<file path="src/design/nvsc_pkg.sv">
/*
  package for the host-side nvsram controller: pin bundles, user command
  codes, software sequence addresses and timing counts.
  assumes a 100 MHz system clock.
*/
package nvsc_pkg;

  // ****************************************************************
  // timing
  // ****************************************************************
  localparam int CLK_PERIOD_NS   = 10;   // system clock period
  localparam int ACCESS_NS       = 60;   // read access wait incl. sync margin
  localparam int WRITE_PULSE_NS  = 50;   // write strobe low time
  localparam int SETUP_NS        = 20;   // address/data set up around strobes
  localparam int ACCESS_CYC      = (ACCESS_NS + CLK_PERIOD_NS - 1) / CLK_PERIOD_NS;
  localparam int WRITE_CYC       = (WRITE_PULSE_NS + CLK_PERIOD_NS - 1) / CLK_PERIOD_NS;
  localparam int SETUP_CYC       = (SETUP_NS + CLK_PERIOD_NS - 1) / CLK_PERIOD_NS;
  localparam int TMR_W           = 8;    // phase timer width

  // ****************************************************************
  // software sequence addresses (low 16 bits of the word address)
  // ****************************************************************
  localparam logic [15:0] SEQ_A1      = 16'h4e38;
  localparam logic [15:0] SEQ_A2      = 16'hb1c7;
  localparam logic [15:0] SEQ_A3      = 16'h83e0;
  localparam logic [15:0] SEQ_A4      = 16'h7c1f;
  localparam logic [15:0] SEQ_A5      = 16'h703f;
  localparam logic [15:0] SEQ_STORE   = 16'h8fc0;
  localparam logic [15:0] SEQ_RECALL  = 16'h4c63;
  localparam logic [15:0] SEQ_AS_OFF  = 16'h8b45;
  localparam logic [15:0] SEQ_AS_ON   = 16'h4b46;
  localparam int          SEQ_LEN     = 6;

  // ****************************************************************
  // user commands
  // ****************************************************************
  typedef enum logic [2:0] {
    NVSC_CMD_READ,
    NVSC_CMD_WRITE,
    NVSC_CMD_SW_STORE,
    NVSC_CMD_SW_RECALL,
    NVSC_CMD_AS_DISABLE,
    NVSC_CMD_AS_ENABLE,
    NVSC_CMD_HW_STORE
  } nvsc_cmd_t;

  // control pins toward the memory, all active low
  typedef struct packed {
    logic chip_sel_n;
    logic out_en_n;
    logic write_en_n;
    logic upper_byte_sel_n;
    logic lower_byte_sel_n;
  } nvsc_ctl_t;

  localparam nvsc_ctl_t CTL_IDLE = '{1'b1, 1'b1, 1'b1, 1'b1, 1'b1};

endpackage : nvsc_pkg

</file>
<file path="src/design/nvsc_host.sv">
/*
  host-side controller for an asynchronous nonvolatile sram: runs sram
  reads and writes, software store/recall/autostore sequences and
  pin-requested stores, and waits on the store-busy pin.
  assumes the memory is the only load on the bus, a single 100 MHz clock
  and an external pull-up on the open-drain store-busy wire.
*/
module nvsc_host
  import nvsc_pkg::*;
#(
  parameter int ADDR_W = 20,              // 20 for bytes, 19 for words
  parameter int DATA_W = 8                // 8 or 16
) (
  // clock and reset
  input  wire logic              sys_clk_i,
  input  wire logic              rst_i,
  // user command port
  input  wire logic              cmd_valid_i,
  output logic                   cmd_ready_o,
  input  wire nvsc_cmd_t         cmd_i,
  input  wire logic [ADDR_W-1:0] cmd_addr_i,
  input  wire logic [DATA_W-1:0] cmd_wdata_i,
  input  wire logic [1:0]        cmd_lanes_i,   // bit1 upper, bit0 lower
  output logic                   rsp_valid_o,
  output logic [DATA_W-1:0]      rsp_rdata_o,
  output logic                   busy_o,        // memory reports busy
  // memory pins
  output logic [ADDR_W-1:0]      mem_addr_o,
  output nvsc_ctl_t              mem_ctl_o,
  input  wire logic [DATA_W-1:0] mem_dq_i,
  output logic [DATA_W-1:0]      mem_dq_o,
  output logic                   mem_dq_oe_o,
  input  wire logic              store_busy_n_i,
  output logic                   store_busy_n_o,
  output logic                   store_busy_n_oe_o
);

  // ****************************************************************
  // checks
  // ****************************************************************
  // refuse organisations the pin logic cannot serve, at elaboration
  if (!((ADDR_W == 20 && DATA_W == 8) || (ADDR_W == 19 && DATA_W == 16))) begin : g_bad_org
    $error("nvsc_host: unsupported organisation");
  end

  // ****************************************************************
  // state and storage
  // ****************************************************************
  typedef enum logic [2:0] {
    ST_IDLE, ST_SETUP, ST_STROBE, ST_HOLD, ST_BUSY_WAIT, ST_PIN_LOW
  } nvsc_state_t;

  nvsc_state_t         state_q, state_d;
  logic [TMR_W-1:0]    tmr_q;            // phase timer
  logic [2:0]          step_q;           // sequence step counter
  logic                is_write_q;       // current access is a write
  logic                is_seq_q;         // current access is a sequence read
  logic [15:0]         seq_last_q;       // final sequence address
  logic [ADDR_W-1:0]   addr_q;
  logic [DATA_W-1:0]   wdata_q;
  logic [1:0]          lanes_q;
  logic [DATA_W-1:0]   rdata_q;
  logic                rsp_q;
  logic [1:0]          busy_sync_q;      // store-busy synchroniser
  logic                busy_seen_q;      // synchronised pin was low last cycle

  wire logic pin_high = busy_sync_q[1];
  wire logic timer_done = (tmr_q == '0);

  // ****************************************************************
  // sequence address select
  // ****************************************************************
  logic [15:0] seq_addr;
  always_comb begin
    unique case (step_q)
      3'h0:    seq_addr = SEQ_A1;
      3'h1:    seq_addr = SEQ_A2;
      3'h2:    seq_addr = SEQ_A3;
      3'h3:    seq_addr = SEQ_A4;
      3'h4:    seq_addr = SEQ_A5;
      default: seq_addr = seq_last_q;
    endcase
  end

  // final address per command
  wire logic [15:0] cmd_last =
    (cmd_i == NVSC_CMD_SW_RECALL)  ? SEQ_RECALL :
    (cmd_i == NVSC_CMD_AS_DISABLE) ? SEQ_AS_OFF :
    (cmd_i == NVSC_CMD_AS_ENABLE)  ? SEQ_AS_ON  : SEQ_STORE;

  wire logic cmd_is_seq = (cmd_i == NVSC_CMD_SW_STORE) || (cmd_i == NVSC_CMD_SW_RECALL) ||
                          (cmd_i == NVSC_CMD_AS_DISABLE) || (cmd_i == NVSC_CMD_AS_ENABLE);
  // accept new work only idle with the pin released
  wire logic accept = (state_q == ST_IDLE) && cmd_valid_i && pin_high;
  wire logic last_step = (step_q == 3'(SEQ_LEN - 1));

  // ****************************************************************
  // next state
  // ****************************************************************
  always_comb begin
    state_d = state_q;
    unique case (state_q)
      ST_IDLE: begin
        if (accept) begin
          state_d = (cmd_i == NVSC_CMD_HW_STORE) ? ST_PIN_LOW : ST_SETUP;
        end
      end
      ST_SETUP:  if (timer_done) state_d = ST_STROBE;
      ST_STROBE: if (timer_done) state_d = ST_HOLD;
      ST_HOLD: begin
        if (timer_done) begin
          // sequences run back to back, no other access in between
          if (is_seq_q && !last_step) state_d = ST_SETUP;
          else if (is_seq_q)          state_d = ST_BUSY_WAIT;
          else                        state_d = ST_IDLE;
        end
      end
      // device may hold busy low for store/recall; wait for release
      ST_PIN_LOW:   if (timer_done) state_d = ST_BUSY_WAIT;
      ST_BUSY_WAIT: if (timer_done && pin_high) state_d = ST_IDLE;
      default:      state_d = ST_IDLE;
    endcase
  end

  // ****************************************************************
  // registers
  // ****************************************************************
  always_ff @(posedge sys_clk_i or posedge rst_i) begin
    if (rst_i) begin
      state_q     <= ST_IDLE;
      busy_sync_q <= 2'h0;
    end else begin
      state_q     <= state_d;
      busy_sync_q <= {busy_sync_q[0], store_busy_n_i};
    end
  end

  // phase timer: load on each state entry, count down otherwise
  always_ff @(posedge sys_clk_i or posedge rst_i) begin
    if (rst_i) begin
      tmr_q <= '0;
    end else if (state_d != state_q || (state_q == ST_HOLD && state_d == ST_SETUP)) begin
      unique case (state_d)
        ST_STROBE:    tmr_q <= TMR_W'(is_write_q || (accept && cmd_i == NVSC_CMD_WRITE) ?
                                      WRITE_CYC : ACCESS_CYC);
        ST_PIN_LOW:   tmr_q <= TMR_W'(WRITE_CYC);   // low pulse for pin store
        ST_BUSY_WAIT: tmr_q <= TMR_W'(ACCESS_CYC);  // allow the device to pull low
        default:      tmr_q <= TMR_W'(SETUP_CYC);
      endcase
    end else if (!timer_done) begin
      tmr_q <= tmr_q - TMR_W'(1);
    end
  end

  // command capture and sequence stepping
  always_ff @(posedge sys_clk_i or posedge rst_i) begin
    if (rst_i) begin
      step_q     <= 3'h0;
      is_write_q <= 1'b0;
      is_seq_q   <= 1'b0;
      seq_last_q <= SEQ_STORE;
      addr_q     <= '0;
      wdata_q    <= '0;
      lanes_q    <= 2'h0;
    end else if (accept) begin
      step_q     <= 3'h0;
      is_write_q <= (cmd_i == NVSC_CMD_WRITE);
      is_seq_q   <= cmd_is_seq;
      seq_last_q <= cmd_last;
      addr_q     <= cmd_addr_i;
      wdata_q    <= cmd_wdata_i;
      lanes_q    <= cmd_lanes_i;
    end else if (state_q == ST_HOLD && timer_done && is_seq_q && !last_step) begin
      step_q     <= step_q + 3'h1;
    end
  end

  // read capture at end of strobe and response pulse
  always_ff @(posedge sys_clk_i or posedge rst_i) begin
    if (rst_i) begin
      rdata_q <= '0;
      rsp_q   <= 1'b0;
    end else begin
      rsp_q <= 1'b0;
      if (state_q == ST_STROBE && timer_done) begin
        if (!is_write_q) rdata_q <= mem_dq_i;
      end
      if (state_q == ST_HOLD && timer_done && !is_seq_q) rsp_q <= 1'b1;
      if (state_q == ST_BUSY_WAIT && state_d == ST_IDLE) rsp_q <= 1'b1;
    end
  end

  // tracks whether the pin was seen busy in the previous cycle (status only)
  always_ff @(posedge sys_clk_i or posedge rst_i) begin
    if (rst_i) begin
      busy_seen_q <= 1'b0;
    end else begin
      busy_seen_q <= !pin_high;
    end
  end

  // ****************************************************************
  // pin drive
  // ****************************************************************
  wire logic strobe = (state_q == ST_STROBE);
  wire logic in_acc = (state_q == ST_SETUP) || strobe || (state_q == ST_HOLD);
  // sequence reads drive all 16 bits of the pattern, higher address bits kept 0
  wire logic [ADDR_W-1:0] seq_full = ADDR_W'({seq_addr[15], seq_addr[14:2], seq_addr[1:0]});

  assign mem_addr_o = is_seq_q ? seq_full : addr_q;
  // chip select low over the whole access, strobe pulse inside it
  assign mem_ctl_o.chip_sel_n       = !in_acc;
  assign mem_ctl_o.out_en_n         = !(strobe && !is_write_q);
  assign mem_ctl_o.write_en_n       = !(strobe && is_write_q);
  assign mem_ctl_o.upper_byte_sel_n = !(in_acc && (is_seq_q || lanes_q[1]));
  assign mem_ctl_o.lower_byte_sel_n = !(in_acc && (is_seq_q || lanes_q[0]));
  assign mem_dq_o    = wdata_q;
  assign mem_dq_oe_o = in_acc && is_write_q;
  // open drain: only pull low for a pin-requested store
  assign store_busy_n_o    = 1'b0;
  assign store_busy_n_oe_o = (state_q == ST_PIN_LOW);
  assign cmd_ready_o = (state_q == ST_IDLE) && pin_high;
  assign rsp_valid_o = rsp_q;
  assign rsp_rdata_o = rdata_q;
  assign busy_o      = busy_seen_q;

endmodule // nvsc_host

</file>
<file path="config.mk">
export PLATFORM = sky130hd
export DESIGN_NAME = nvsc_host
export DESIGN_NICKNAME = d
export VERILOG_FILES = /design/src/design/nvsc_pkg.sv /design/src/design/nvsc_host.sv
export SDC_FILE = /design/constraint.sdc
export NUM_CORES = 1
export LEC_CHECK = 0
export BUFFER_PORTS_ARGS = -buffer_cell sky130_fd_sc_hd__clkbuf_2
export CORE_MARGIN = 2
export CORE_UTILIZATION = 55
export CTS_CLUSTER_DIAMETER = 200
export CTS_CLUSTER_SIZE = 40
export DETAILED_ROUTE_END_ITERATION = 8
export GPL_TIMING_DRIVEN = 0
export HOLD_SLACK_MARGIN = 0.12
export PLACE_DENSITY = 0.93
export SETUP_SLACK_MARGIN = 0.3
export SKIP_LAST_GASP = 1
export SYNTH_ARGS = -nofsm -noshare
export SYNTH_HDL_FRONTEND = slang
export SYNTH_SLANG_ARGS = --single-unit
</file>
<file path="constraint.sdc">
create_clock -name sys_clk_i -period 3.85 [get_ports sys_clk_i]
set_input_delay 0.385 -clock sys_clk_i [delete_from_list [all_inputs] [get_ports sys_clk_i]]
set_output_delay 0.385 -clock sys_clk_i [all_outputs]
set_load 0.01 [all_outputs]
</file>
==> metrics.yaml <==
cp_data_arrival_time_ns: 2.65
start_util_pct: 56.4
finalHoldViolCount: 0
maxCapViolations: 0
setup_viol_count_final: 0
dpl.hpwl_um: 5720
htree_levels: 3
io_pins: 92
cts.clk_slew.worst_paths_ns: 0.07
top_usage_layer: "met2"
route.detailed.drc: 0
avgSynthCellArea_um2: 9.17
fill_cells: 449
grt_pass1_wl_um: 12700
netlist_top_cells_area: "dfrtp_1 47%, nand2_1 12%, nor2_1 3.6%, dfstp_2 3.2%, ha_1 3.0%"
cts-root-buf: "clkbuf_8"
insertion_delay_ns: 0.34
routed_via_density: 5.38
gr-total-overflow: 0
rsz0062_at_grt: "no"
post_synth_num_cell_types: 52
worstSetupEndpointType: "output port"
slew_viol_final: 0
ant_nets: 0
max_slew.worst_pin.slew_ns: 0.811
nets: 515
cts_hold_buf: 0
async_flop_share_pct: 100
grt_usage_pct: 25.3
syn_inst: 360
cts_tree: "done"
critPathKind: "flop to output port"
maxSlewHeadroom_pct: 45.6
r2r_cells: 8
r2r-start: "tmr_q[0]"
max_freq_ghz: 0.329
gr-usage-met1_pct: 30.3
chipHeight_um: 81.5
ys_seq_area_share_pct: 50.2
num_vias: 2914
ir_drop_v: 0.000398
met2_usage_pct: 41.8
drive_above_1_share_pct: 27.8
reg2reg_slack_ns: 1.47
r2r_end: "tmr_q[1]"
fin_skew_ns: 0.00802
stdcell_area_um2: 4060
whs_ns: 0.122
finish.utilization_pct: 69.4
numClockSinks: 66
gp_congestion: 0.929
p_leak_nw: 2.11
postCtsSetupRepairBufs: 0
ys.flop_type: "dfrtp_1"
rows: 28
power.density_nw_per_um2: 789
status: "complete, no violations"
syn_nets: 413
cts.repair.resized: 0
numPortBuffers: 90
grt_pass1_vias: 2788
cp_max_fo: 6
synth_edf_count: 0
yosys.area.top_type: "dfrtp_1"
cts_buffer_depth: 2
tns_ns: 0
die_area_um2: 6630
fin_crit_sh_pct: 78.9
required_ns: 3.46
crit_path_start_kind: "flop"
core_area_um2: 5850
syn_area_um2: 3300
synth_top_area_share_pct: 47.0
drt-pass1-iter-count: 5
die_x_um: 81.5
synth-seq-cells: 66
hold_path.class: "primary input to async pin"
fin_crit_ns: 3.04
grt_antenna_before_repair: 0
initialDrtViolationCount: 191
n_antenna_cell: 0
numCtsBuffers: 9
dpl_cell_area_um2: 3860
wirelength_um: 7830
grt_max_degree: 37
power_mw: 3.20
wl_per_cell_um: 14.5
ys_warn_count: 0
grt_use_met3_pct: 7.69
syn_to_final_growth_pct: 23.1
[layout by cell type (no fill, tap or decap), drive strengths merged, types with 3 or more instances in the layout]
cell type  instances
xor2               5
buf                7
nor2              33
xnor2              3
o21ai             13
nor3b              3
dfrtp             62
nand3b             4
nor2b              7
o211ai             3
inv               14
mux2              10
mux2i              4
nand3             10
ha                 8
and2               4
clkbuf           114
dfstp              4
nand2b             7
a21oi             18
nand2            103
a31oi              4
[final cells by class]
cell class              count  area [um2]  area share [%]
clock buffers              14         163            4.00
multi-input cells         264        1520            37.4
plain buffers              16        71.3            1.76
inverters                  14        52.6            1.29
well taps                  75        93.8            2.31
flip-flops and latches     66        1660            40.8
clock inverters             2        35.0           0.863
repair buffers             91         470            11.6
[cell usage after synthesis, drive strengths merged (2+ instances only)]
| master | number |
|---|---|
| nand2 | 103 |
| dfrtp | 62 |
| nor2 | 33 |
| a21oi | 18 |
| inv | 14 |
| o21ai | 13 |
| clkbuf | 10 |
| mux2 | 10 |
| nand3 | 10 |
| ha | 8 |
| nand2b | 7 |
| nor2b | 7 |
| buf | 6 |
| xor2 | 5 |
| a31oi | 4 |
| and2 | 4 |
| dfstp | 4 |
| mux2i | 4 |
| nand3b | 4 |
| nor3b | 3 |
| o211ai | 3 |
| xnor2 | 3 |
| a211oi | 2 |
| a21o | 2 |
| nand4 | 2 |
| nor3 | 2 |
| nor4 | 2 |
| or2 | 2 |
| or3 | 2 |
[kinds of logic (layout without fill, tap and decap cells)]
logic type / Yosys count / after routing / share of synthesized area (%)
AOI/OAI and AO/OA: 49 / 49 / 9.94
adders and majority gates: 8 / 8 / 3.03
other: 1 / 1 / 0.114
and+or+nand+nor: 184 / 184 / 26.0
buffers and inverters: 30 / 137 / 3.75
DFF: 66 / 66 / 50.2
muxes: 14 / 14 / 4.85
xor gates and xnor gates: 8 / 8 / 2.12
[state kept, by name, indices dropped and copies added, names as in the netlist]
register     flops
addr_q          20
mem_dq_o         8
rsp_rdata_o      8
seq_last_q       8
tmr_q            8
state_q          3
step_q           3
busy_sync_q      2
lanes_q          2
busy_o           1
is_seq_q         1
is_write_q       1
rsp_valid_o      1
[through the flow]
step	cells	setup WS, ns
CTS	542	0.857
floorplan	360	1.76
global placement	525	1.11
detailed placement	526	1.22
global route	542	0.590
finish	542	0.813
[worst max-delay path, stage by stage (launching register included)]
cell and delay [ns]:
dfrtp_1 0.39, inv_1 0.10, ha_1 0.25, o21ba_2 0.26, a211oi_1 0.66, a211oi_1 0.18
nand3b_1 0.22, o21ai_1 0.10, clkbuf_2 0.16
[per-layer routing]
metal  part of all wire [%]  up-vias
li1                       -     1381
met1                     41     1371
met2                     49      142
met3                    7.9       20
met4                    2.0        0
met5                      0        -
[report_power, final]
part | switching [mW] | total (mW) | internal [mW]
Combinational | 0.857 | 1.44 | 0.581
Clock | 0.251 | 0.586 | 0.335
Sequential | 0.204 | 1.18 | 0.976
[worst max path at each step]
stage / startpoint / end / slack, ns / depth (start not counted)
6_report: step_q[0] / mem_addr_o[10] / 0.81 / 8
3_5_place_dp: step_q[0] / mem_addr_o[10] / 1.22 / 8
5_1_grt: step_q[0] / mem_addr_o[10] / 0.59 / 8
2_1_floorplan: step_q[1] / mem_addr_o[10] / 1.76 / 7
3_3_place_gp: rst_i / mem_dq_o[6] / 1.11 / 2
4_1_cts: step_q[0] / mem_addr_o[10] / 0.86 / 8
Note: power is estimated with default switching activity, not from simulation.
